--- src/logic/apfc_pkg.sv ---
// Package: offsets, field positions, reset values and codes for apfc
package apfc_pkg;

  // ---------------------------------------------------------------
  // Register map
  // ---------------------------------------------------------------
  localparam logic [6:0] SERIAL_FORMAT_CONFIG_OFS = 7'h04;
  localparam logic [6:0] MISCELLANEOUS_CONFIG_OFS = 7'h05;
  localparam logic [6:0] HELD_FIRST_OFS           = 7'h0f;
  localparam logic [6:0] HELD_LAST_OFS            = 7'h1b;
  localparam int         HELD_COUNT               = 13;

  // ---------------------------------------------------------------
  // Reset values
  // ---------------------------------------------------------------
  localparam logic [7:0] SERIAL_FORMAT_RESET = 8'h40;
  localparam logic [7:0] MISC_RESET          = 8'h00;
  localparam logic [7:0] MISC_RSVD_MASK      = 8'hdf;

  // ---------------------------------------------------------------
  // Field positions, serial_format_config
  // ---------------------------------------------------------------
  localparam int FMT_SEL_LSB     = 6;
  localparam int ADC_SL_LSB      = 4;
  localparam int DAC_SL_LSB      = 2;
  localparam int AUX_RJ16_BIT    = 1;
  localparam int MAIN_RJ16_BIT   = 0;

  // ---------------------------------------------------------------
  // Field positions, miscellaneous_config
  // ---------------------------------------------------------------
  localparam int EXT_ADC_CLK_BIT = 7;
  localparam int RECOVERED_MCLK_OUT_TRI_BIT    = 6;
  localparam int HOLD_BIT        = 4;
  localparam int ROLLOFF_BIT     = 3;
  localparam int HPF_HOLD_BIT    = 2;
  localparam int MAIN_MS_BIT     = 1;
  localparam int AUX_MS_BIT      = 0;

  // ---------------------------------------------------------------
  // Codes
  // ---------------------------------------------------------------
  localparam logic [1:0] RATE_NONE  = 2'h0;
  localparam logic [1:0] RATE_32K   = 2'h1;
  localparam logic [1:0] RATE_44K1  = 2'h2;
  localparam logic [1:0] RATE_48K   = 2'h3;
  localparam logic [1:0] FMT_LJ     = 2'h0;
  localparam logic [1:0] FMT_I2S    = 2'h1;
  localparam logic [1:0] FMT_RJ     = 2'h2;
  localparam logic [1:0] SL_COMMON  = 2'h0;
  localparam logic [1:0] SL_VAR1    = 2'h1;
  localparam logic [1:0] SL_VAR2    = 2'h2;

  typedef enum logic [2:0] {
    APFC_LEFT_JUST,
    APFC_I2S,
    APFC_RIGHT_JUST,
    APFC_ONE_LINE_1,
    APFC_ONE_LINE_2,
    APFC_UNDEFINED
  } apfc_format_t;

  // ---------------------------------------------------------------
  // Clock divider timing
  // ---------------------------------------------------------------
  localparam logic [3:0] BITCLK_HALF_CYCLES  = 4'h4;
  localparam logic [5:0] FRAME_HALF_BITCLKS  = 6'h20;

endpackage : apfc_pkg

--- src/logic/apfc_top.sv ---
// Serial audio port format and configuration control block
`timescale 1ns/10ps
module apfc_top (
  // Clock and reset
  input  wire logic                  i_core_clk,
  input  wire logic                  i_resetn,
  // Register port
  input  wire logic                  i_reg_wr,
  input  wire logic                  i_reg_rd,
  input  wire logic [6:0]            i_reg_addr,
  input  wire logic [7:0]            i_reg_wdata,
  output logic      [7:0]            o_reg_rdata,
  // De-emphasis controls held elsewhere
  input  wire logic                  i_converter_deemph_enable,
  input  wire logic                  i_receiver_deemph_enable,
  input  wire logic                  i_forced_lock_enable,
  input  wire logic [1:0]            i_manual_deemph_rate,
  input  wire logic [1:0]            i_detected_rate,
  input  wire logic                  i_cs_emphasis,
  output logic      [1:0]            o_converter_deemph_rate,
  output logic      [1:0]            o_receiver_deemph_rate,
  // Format and filter controls
  output apfc_pkg::apfc_format_t     o_adc_format,
  output apfc_pkg::apfc_format_t     o_dac_format,
  output apfc_pkg::apfc_format_t     o_aux_format,
  output logic                       o_aux_port_rj_short_words,
  output logic                       o_main_port_rj_short_words,
  output logic                       o_interp_rolloff_sel,
  output logic                       o_highpass_hold,
  // Held register values in use
  output logic [8*apfc_pkg::HELD_COUNT-1:0] o_held_applied,
  // Recovered master clock pin
  input  wire logic                  i_recovered_mclk,
  output logic                       o_recovered_mclk_out,
  output logic                       o_recovered_mclk_oe_n,
  // Main port clock pins
  input  wire logic                  i_main_port_bitclk,
  output logic                       o_main_port_bitclk,
  output logic                       o_main_port_bitclk_oe_n,
  input  wire logic                  i_main_port_frameclk,
  output logic                       o_main_port_frameclk,
  output logic                       o_main_port_frameclk_oe_n,
  // Aux port clock pins
  input  wire logic                  i_aux_port_bitclk,
  output logic                       o_aux_port_bitclk,
  output logic                       o_aux_port_bitclk_oe_n,
  input  wire logic                  i_aux_port_frameclk,
  output logic                       o_aux_port_frameclk,
  output logic                       o_aux_port_frameclk_oe_n,
  // External ADC bit clock
  output logic                       o_ext_adc_bitclk
);
  import apfc_pkg::*;
  logic [7:0] fmt_reg;
  logic [7:0] misc_reg;
  logic [7:0] held_stage [HELD_COUNT];
  logic [7:0] held_apply [HELD_COUNT];
  logic       hold_on;
  logic       in_held;
  logic [3:0] held_idx;
  logic [3:0] bit_cnt_reg;
  logic [5:0] frm_cnt_reg;
  logic       gen_bit_reg;
  logic       gen_frm_reg;
  logic [1:0] main_bit_sync;
  logic [1:0] aux_bit_sync;
  logic       recovered_mclk_out_meta_reg;
  logic       main_bit_now;
  logic       aux_bit_now;

  // ---------------------------------------------------------------
  // Register file
  // ---------------------------------------------------------------
  // Held window decode
  assign in_held  = (i_reg_addr >= HELD_FIRST_OFS) &&
                    (i_reg_addr <= HELD_LAST_OFS);
  assign held_idx = 4'(i_reg_addr - HELD_FIRST_OFS);
  assign hold_on  = misc_reg[HOLD_BIT];

  // Configuration writes; reserved misc bit never stores
  always_ff @(posedge i_core_clk) begin
    if (!i_resetn) begin
      fmt_reg  <= SERIAL_FORMAT_RESET;
      misc_reg <= MISC_RESET;
    end else if (i_reg_wr) begin
      if (i_reg_addr == SERIAL_FORMAT_CONFIG_OFS) begin
        fmt_reg <= i_reg_wdata;
      end
      if (i_reg_addr == MISCELLANEOUS_CONFIG_OFS) begin
        misc_reg <= i_reg_wdata & MISC_RSVD_MASK;
      end
    end
  end

  // Staged copies always take the write
  always_ff @(posedge i_core_clk) begin
    if (!i_resetn) begin
      for (int k = 0; k < HELD_COUNT; k++) begin
        held_stage[k] <= 8'h00;
      end
    end else if (i_reg_wr && in_held) begin
      held_stage[held_idx] <= i_reg_wdata;
    end
  end

  // Applied copies track staging unless held; release applies all at once
  always_ff @(posedge i_core_clk) begin
    if (!i_resetn) begin
      for (int k = 0; k < HELD_COUNT; k++) begin
        held_apply[k] <= 8'h00;
      end
    end else if (!hold_on) begin
      for (int k = 0; k < HELD_COUNT; k++) begin
        held_apply[k] <= held_stage[k];
      end
    end
  end

  // Flatten the applied values
  always_comb begin
    o_held_applied = '0;
    for (int k = 0; k < HELD_COUNT; k++) begin
      o_held_applied[8*k +: 8] = held_apply[k];
    end
  end

  // Read data, unmapped offsets read zero
  always_ff @(posedge i_core_clk) begin
    if (!i_resetn) begin
      o_reg_rdata <= 8'h00;
    end else if (i_reg_rd) begin
      if (i_reg_addr == SERIAL_FORMAT_CONFIG_OFS) begin
        o_reg_rdata <= fmt_reg;
      end else if (i_reg_addr == MISCELLANEOUS_CONFIG_OFS) begin
        o_reg_rdata <= misc_reg;
      end else if (in_held) begin
        o_reg_rdata <= held_stage[held_idx];
      end else begin
        o_reg_rdata <= 8'h00;
      end
    end
  end

  // ---------------------------------------------------------------
  // De-emphasis selection
  // ---------------------------------------------------------------
  // Auto rate is already limited to the three filter rates by its code
  always_ff @(posedge i_core_clk) begin
    if (!i_resetn) begin
      o_converter_deemph_rate <= RATE_NONE;
      o_receiver_deemph_rate  <= RATE_NONE;
    end else begin
      if (!i_converter_deemph_enable) begin
        o_converter_deemph_rate <= RATE_NONE;
      end else if (i_forced_lock_enable) begin
        o_converter_deemph_rate <= i_manual_deemph_rate;
      end else begin
        o_converter_deemph_rate <= i_detected_rate;
      end
      if (!i_receiver_deemph_enable || !i_cs_emphasis) begin
        o_receiver_deemph_rate <= RATE_NONE;
      end else if (i_forced_lock_enable) begin
        o_receiver_deemph_rate <= i_manual_deemph_rate;
      end else begin
        o_receiver_deemph_rate <= i_detected_rate;
      end
    end
  end

  // ---------------------------------------------------------------
  // Format decode
  // ---------------------------------------------------------------
  function automatic apfc_format_t common_fmt(input logic [1:0] f);
    case (f)
      FMT_LJ:  common_fmt = APFC_LEFT_JUST;
      FMT_I2S: common_fmt = APFC_I2S;
      FMT_RJ:  common_fmt = APFC_RIGHT_JUST;
      default: common_fmt = APFC_UNDEFINED;
    endcase
  endfunction

  function automatic apfc_format_t path_fmt(input logic [1:0] sl,
                                            input logic [1:0] f);
    case (sl)
      SL_COMMON: path_fmt = common_fmt(f);
      SL_VAR1:   path_fmt = APFC_ONE_LINE_1;
      SL_VAR2:   path_fmt = APFC_ONE_LINE_2;
      default:   path_fmt = APFC_UNDEFINED;
    endcase
  endfunction

  // Registered so format changes land on a clean edge
  always_ff @(posedge i_core_clk) begin
    if (!i_resetn) begin
      o_adc_format <= APFC_I2S;
      o_dac_format <= APFC_I2S;
      o_aux_format <= APFC_I2S;
    end else begin
      o_adc_format <= path_fmt(fmt_reg[ADC_SL_LSB +: 2],
                               fmt_reg[FMT_SEL_LSB +: 2]);
      o_dac_format <= path_fmt(fmt_reg[DAC_SL_LSB +: 2],
                               fmt_reg[FMT_SEL_LSB +: 2]);
      o_aux_format <= common_fmt(fmt_reg[FMT_SEL_LSB +: 2]);
    end
  end

  // Word length and filter flags straight from their bits
  assign o_aux_port_rj_short_words  = fmt_reg[AUX_RJ16_BIT];
  assign o_main_port_rj_short_words = fmt_reg[MAIN_RJ16_BIT];
  assign o_interp_rolloff_sel       = misc_reg[ROLLOFF_BIT];
  assign o_highpass_hold            = misc_reg[HPF_HOLD_BIT];

  // ---------------------------------------------------------------
  // Recovered clock pin
  // ---------------------------------------------------------------
  // Two-flop retime; only fit for clocks well below the core rate
  always_ff @(posedge i_core_clk) begin
    if (!i_resetn) begin
      recovered_mclk_out_meta_reg         <= 1'b0;
      o_recovered_mclk_out  <= 1'b0;
      o_recovered_mclk_oe_n <= 1'b0;
    end else begin
      recovered_mclk_out_meta_reg         <= i_recovered_mclk;
      o_recovered_mclk_out  <= recovered_mclk_out_meta_reg;
      o_recovered_mclk_oe_n <= misc_reg[RECOVERED_MCLK_OUT_TRI_BIT];
    end
  end

  // ---------------------------------------------------------------
  // Port clock generation and pin direction
  // ---------------------------------------------------------------
  // One divider serves both ports; they share a master rate
  always_ff @(posedge i_core_clk) begin
    if (!i_resetn) begin
      bit_cnt_reg <= 4'h0;
      frm_cnt_reg <= 6'h00;
      gen_bit_reg <= 1'b0;
      gen_frm_reg <= 1'b0;
    end else if (bit_cnt_reg == BITCLK_HALF_CYCLES - 4'h1) begin
      bit_cnt_reg <= 4'h0;
      gen_bit_reg <= ~gen_bit_reg;
      if (gen_bit_reg) begin
        if (frm_cnt_reg == FRAME_HALF_BITCLKS - 6'h01) begin
          frm_cnt_reg <= 6'h00;
          gen_frm_reg <= ~gen_frm_reg; // Frame flips on a falling bit edge
        end else begin
          frm_cnt_reg <= frm_cnt_reg + 6'h01;
        end
      end
    end else begin
      bit_cnt_reg <= bit_cnt_reg + 4'h1;
    end
  end

  // Bit clock pins pass two flops; frame pins feed nothing in this block
  always_ff @(posedge i_core_clk) begin
    if (!i_resetn) begin
      main_bit_sync <= 2'b00;
      aux_bit_sync  <= 2'b00;
    end else begin
      main_bit_sync <= {main_bit_sync[0], i_main_port_bitclk};
      aux_bit_sync  <= {aux_bit_sync[0], i_aux_port_bitclk};
    end
  end

  // Direction follows the master bits; low enable means driving
  assign o_main_port_bitclk        = gen_bit_reg;
  assign o_main_port_frameclk      = gen_frm_reg;
  assign o_main_port_bitclk_oe_n   = ~misc_reg[MAIN_MS_BIT];
  assign o_main_port_frameclk_oe_n = ~misc_reg[MAIN_MS_BIT];
  assign o_aux_port_bitclk         = gen_bit_reg;
  assign o_aux_port_frameclk       = gen_frm_reg;
  assign o_aux_port_bitclk_oe_n    = ~misc_reg[AUX_MS_BIT];
  assign o_aux_port_frameclk_oe_n  = ~misc_reg[AUX_MS_BIT];

  // Bit clock seen at each port, own or supplied by the far side
  assign main_bit_now = misc_reg[MAIN_MS_BIT] ? gen_bit_reg
                                              : main_bit_sync[1];
  assign aux_bit_now  = misc_reg[AUX_MS_BIT]  ? gen_bit_reg
                                              : aux_bit_sync[1];

  // External ADC bit clock source
  always_ff @(posedge i_core_clk) begin
    if (!i_resetn) begin
      o_ext_adc_bitclk <= 1'b0;
    end else begin
      o_ext_adc_bitclk <= misc_reg[EXT_ADC_CLK_BIT] ? main_bit_now
                                                    : aux_bit_now;
    end
  end
endmodule : apfc_top

--- config.mk ---
export PLATFORM = sky130hd
export DESIGN_NAME = apfc_top
export DESIGN_NICKNAME = d
export VERILOG_FILES = /design/src/logic/apfc_pkg.sv /design/src/logic/apfc_top.sv
export SDC_FILE = /design/constraint.sdc
export NUM_CORES = 1
export LEC_CHECK = 0
export BUFFER_PORTS_ARGS = -buffer_cell sky130_fd_sc_hd__buf_2
export CORE_MARGIN = 2
export CORE_UTILIZATION = 55
export DETAILED_ROUTE_END_ITERATION = 8
export PLACE_DENSITY = 0.79
export SLEW_MARGIN = 20
export SYNTH_ARGS = -nofsm -noshare
export SYNTH_HDL_FRONTEND = slang
export SYNTH_SLANG_ARGS = --single-unit
export TNS_END_PERCENT = 30
--- constraint.sdc ---
create_clock -name i_core_clk -period 12.9 [get_ports i_core_clk]
set_clock_uncertainty 0.15 [all_clocks]
set_input_delay 3.87 -clock i_core_clk [delete_from_list [all_inputs] [get_ports i_core_clk]]
set_output_delay 3.87 -clock i_core_clk [all_outputs]
set_load 0.05 [all_outputs]
# Word-level counts from Yosys, hierarchy flattened
# Memories as Yosys holds them, arrays and structs flattened.
# Index checks and enable logic that the tools add are counted.
# totals
reg_bits	56
ramBits	208
out_inout_bits	140
wordCells	103
mem_count	2
# memory_table
name	depth	width	rd	rd_ports_with_merged_regs	write_ports	line_no	rtl
held_apply	13	8	13	0	13	apfc_top.sv:57	logic [7:0] held_apply [HELD_COUNT];
held_stage	13	8	14	0	13	apfc_top.sv:56	logic [7:0] held_stage [HELD_COUNT];
# op_classes
addsub	3
n_lt_le_gt_ge	2
n_eq_ne	10
n_mux	34
bitwise_logic	18
reduce_logical	16
# op_table
op	n
$mux 8	17
$pmux 3 s3	3
$eq 7x3->1 const B	2
$or 1x1->1	13
$mux 1	11
$reduce_and 2->1	4
$reduce_or 8->1	1
$ge 7x4->1 const B	1
$le 7x5->1 const B	1
$add 6x1->6 const B	1
$eq 2x1->1 const B	3
$eq 2x2->1 const B	3
$eq 6x5->1 const B	1
$logic_not 2->1	3
$mux 6	1
$not 1->1	5
$add 4x1->4 const B	1
$eq 4x2->1 const B	1
$mux 4	1
$reduce_or 2->1	2
$sub 4x4->4 const B	1
$reduce_and 3->1	1
$logic_and 1x1->1	2
$logic_not 1->1	2
2 further kinds	2

# Logic depth before layout (Yosys ltp)
# logic_depth
ltp_word	8
depth_mapped	11

# Least setup slack after synthesis
# Ideal clock, no wire load.
# synth_timing
path_kind	input to register
from	input i_resetn
to	memory held_apply[0][0], enable pin
setup_ns	0.955
arrival_ns	6.378
required_ns	11.795
path_slack_ns	5.418
stages	4
n_path_buf	3
path_cell_list	clkbuf_1 clkbuf_1 clkbuf_1 nand2_1
# synth_lines
element	line_no	rtl
start, declared	apfc_top.sv:6	input wire logic i_resetn,
end, declared	apfc_top.sv:57	

==> impl_metrics.env <==
export IMPL_outcome="finished clean"
export IMPL_route_layer_met1_wl_mm=10.98
export IMPL_synth_cell_type_count=48
export IMPL_worst_path_largest_cell_delay_ps=740
export IMPL_worst_skew_pair_late_latency_ps=540
export IMPL_quantity_of_hold_fixing_buffers_added_after_cts=0
export IMPL_routed_wl_met2_mm=12.06
export IMPL_vias_in_the_first_global_route=7161
export IMPL_beginning_of_the_worst_hold_path="main_bit_sync[0]$_SDFF_PN0_"
export IMPL_cts_path_max_buffers=3
export IMPL_route_final_wire_length_mm=25.92
export IMPL_drc=0
export IMPL_register_bit_count_reported_by_yosys=288
export IMPL_layoutNonFillerInstCount=1299
export IMPL_worstHoldPathType="reg2reg"
export IMPL_largest_register_ff_count=128
export IMPL_synth_top_area_share_pct=55.91
export IMPL_drt_first_pass_iters=5
export IMPL_r2r_slack_ps=10520
export IMPL_async_reset_ff_share_pct=0
export IMPL_via_per_inst=5.482
export IMPL_post_synth_top_count_cell="sky130_fd_sc_hd__edfxtp_1"
export IMPL_worstSetupPathType="in2reg"
export IMPL_regMostFlops="held_stage"
export IMPL_gr_usage_all_layers_pct=22.22
export IMPL_ys_warnings=0
export IMPL_nets=1034
export IMPL_final_hold_vios=0
export IMPL_effective_utilization_at_floorplan_pct=55.64
export IMPL_post_cts_setup_buffer_count=0
export IMPL_worst_path_max_delay_cell="sky130_fd_sc_hd__nor3_1"
export IMPL_gpl_final_weighted_congestion=0.9061
export IMPL_detailroute_via_count=7121
export IMPL_dpl_cell_count=1245
export IMPL_yosysSeqAreaShare_pct=66.56
export IMPL_cts_made_buffers=29
export IMPL_crit_reg_reg_startpoint="bit_cnt_reg[0]$_SDFF_PP0_"
export IMPL_min_delay_path_depth=1
export IMPL_leak_nw=5.684
export IMPL_critical_path_max_fanout=39
export IMPL_global_route_overflow_total=0
export IMPL_floorplan_die_width_um=151.9
export IMPL_syn_cell_area_um2=12030
export IMPL_report_final_slew_viol_count=0
export IMPL_postSynthAreaPerCell_um2=14.32
export IMPL_final_antenna_net_count=0
export IMPL_clock_root_buffer="sky130_fd_sc_hd__clkbuf_16"
export IMPL_ys_dominant_reg_cell="sky130_fd_sc_hd__edfxtp_1"
export IMPL_drive_gt1_share_pct=28.52
export IMPL_grt_start_max_net_pins=97
export IMPL_timing_critical_path_mode_cell="sky130_fd_sc_hd__buf_4"
export IMPL_design_die_area_um2=23070
export IMPL_setup_tns_ps=0
export IMPL_timing_critical_path_required_ps=12930
export IMPL_slew_headroom_pct=26.00
export IMPL_synth_area_top_cells="sky130_fd_sc_hd__edfxtp_1 (56%), sky130_fd_sc_hd__and2_1 (11%), sky130_fd_sc_hd__dfxtp_1 (11%)"
export IMPL_core_area_um2=21620
export IMPL_sum_of_net_half_perimeters_after_detailed_placement_mm=17.34
export IMPL_netlist_instances=840
export IMPL_post_synth_top_area_cell="sky130_fd_sc_hd__edfxtp_1"
export IMPL_hold_path_endpoint="main_bit_sync[1]$_SDFF_PN0_"
export IMPL_dr_wl_met3_mm=2.113
export IMPL_finalCritPeriodShare_pct=52.02
export IMPL_largestRegisters="held_stage (128), held_apply (104)"
export IMPL_clkSinkCount=288
export IMPL_cts_repair_resize_count=0
export IMPL_cts_htree_levels=1
export IMPL_cts_tree="yes"
export IMPL_achievable_frequency_mhz=149.0
export IMPL_grt_antenna_before_repair=4
export IMPL_synth_edf_count=224
export IMPL_synth_net_count=878
export IMPL_power_per_cell_area_nw_per_um2=150.8
export IMPL_clk_pin_slew_ps=60
export IMPL_timing_max_cap_violations=0
export IMPL_route_detailed_wl_per_inst_um=19.96
export IMPL_grt_first_pass_wirelength_mm=40.25
export IMPL_first_iter_violations=497
export IMPL_grt_setup_unrepaired="false"
export IMPL_top_layer_used="met5"
export IMPL_die_h_um=151.9
export IMPL_reg2reg_depth=6
export IMPL_timing_final_crit_period_ps=6711
export IMPL_cp_data_arrival_time_ps=6740
export IMPL_io_buffer_count=169
export IMPL_crit_buf_inv=3
export IMPL_core_rowCount=54
export IMPL_areaGrowthSynthToFinish_pct=17.53
export IMPL_path_delay_family="simple AND/OR/NAND/NOR gates"
export IMPL_count_of_final_setup_violators=0
export IMPL_ios=172
export IMPL_timing_critical_path_cells="buf_2 > buf_4 > ha_1 > nor3b_1 > a41oi_1 > buf_4 > nor3_1 > nand2b_1"
export IMPL_reg2reg_to="o_aux_port_frameclk$_SDFFE_PN0P_"
export IMPL_worst_ir_drop_vdd_mv=0.08932
export IMPL_synth_top_cells_by_count="sky130_fd_sc_hd__edfxtp_1 (224), sky130_fd_sc_hd__and2_1 (214), sky130_fd_sc_hd__dfxtp_1 (64), sky130_fd_sc_hd__clkbuf_1 (36), sky130_fd_sc_hd__nand2_1 (35)"
export IMPL_critPathCaptureType="flop"
export IMPL_worstSetupStartpointType="primary input"
export IMPL_worst_slew_pin_transition_ps=1096
==> how the worst max path moves through the flow <==
stage	start	to	slack, ps	cells after the start
after floorplan	i_resetn	held_apply[0][0]$_SDFFCE_PN0P_	5420	4
after global placement	i_reg_addr[0]	held_stage[4][4]$_SDFFCE_PN0P_	5690	8
after detailed placement	i_reg_addr[0]	held_stage[6][4]$_SDFFCE_PN0P_	5570	8
after CTS	i_reg_addr[0]	held_stage[6][0]$_SDFFCE_PN0P_	6120	8
after global routing	i_reg_addr[0]	held_stage[6][5]$_SDFFCE_PN0P_	5910	8
final	i_reg_addr[0]	held_stage[6][5]$_SDFFCE_PN0P_	6190	8
==> metal layers <==
metal	up-vias	GRT usage, %
li1	3331	-
met1	3440	30.53
met2	298	35.46
met3	48	5.277
met4	4	7.165
met5	-	0
==> cell families after synthesis <==
logic type	after synthesis	synth area share (%)
AO/OA/AOI/OAI	56	3.297
XOR/XNOR	8	0.5824
adder cells (fa/ha/maj)	6	0.6240
AND/OR/NAND/NOR	360	17.93
buffers and inverters	62	2.340
flip-flops	288	66.56
multiplexers	60	8.664
==> stage by stage <==
step	hold WS, ps	power (W)	instance area (um^2)	util, %	setup WS, ps
finish	283.8	0.002132	14140	65.39	6189
detailed placement	268.4	0.001259	13100	60.61	5570
global placement	266.9	0.001254	13060	60.39	5693
CTS	283.7	0.002145	14130	65.35	6124
global route	309.3	0.002191	14130	65.37	5913
floorplan	261.9	0.001201	12030	-	5418
==> cells in the final DEF (no fill, tap or decap), types with 14 or more instances in the layout <==
cell type / instances
sky130_fd_sc_hd__o22ai_1: 14
sky130_fd_sc_hd__clkbuf_16: 29
sky130_fd_sc_hd__edfxtp_1: 224
sky130_fd_sc_hd__and2_1: 214
sky130_fd_sc_hd__mux2i_1: 19
sky130_fd_sc_hd__nand2_1: 34
sky130_fd_sc_hd__buf_2: 169
sky130_fd_sc_hd__nor2b_1: 24
sky130_fd_sc_hd__mux4_2: 32
sky130_fd_sc_hd__nor2_1: 23
sky130_fd_sc_hd__dfxtp_1: 64
sky130_fd_sc_hd__nand2b_1: 15
==> area by class of cell <==
| cell class | instances | area, um^2 |
|---|---|---|
| Sequential cell | 288 | 8008 |
| Fill cell | 1592 | 7482 |
| Multi-Input combinational cell | 490 | 3759 |
| Timing Repair Buffer | 180 | 964.7 |
| Clock buffer | 33 | 740.7 |
| Tap cell | 280 | 350.3 |
| Clock inverter | 19 | 285.3 |
| Inverter | 7 | 26.28 |
| Antenna cell | 2 | 5.005 |
==> power breakdown <==
part,switching [W],internal [W]
logic,0.000135,0.0000556
registers,0.0000149,0.00103
clock network,0.000341,0.000552
total,0.000491,0.00164
==> worst register-to-register path, delay by kind of cell (launching register included) <==
family                   cells  cell delay [ps]
XOR/XNOR                     1              140
adder cells (fa/ha/maj)      1              200
flip-flops                   1              360
AND/OR/NAND/NOR              4             1430
Power figures use the tool's default switching activity.
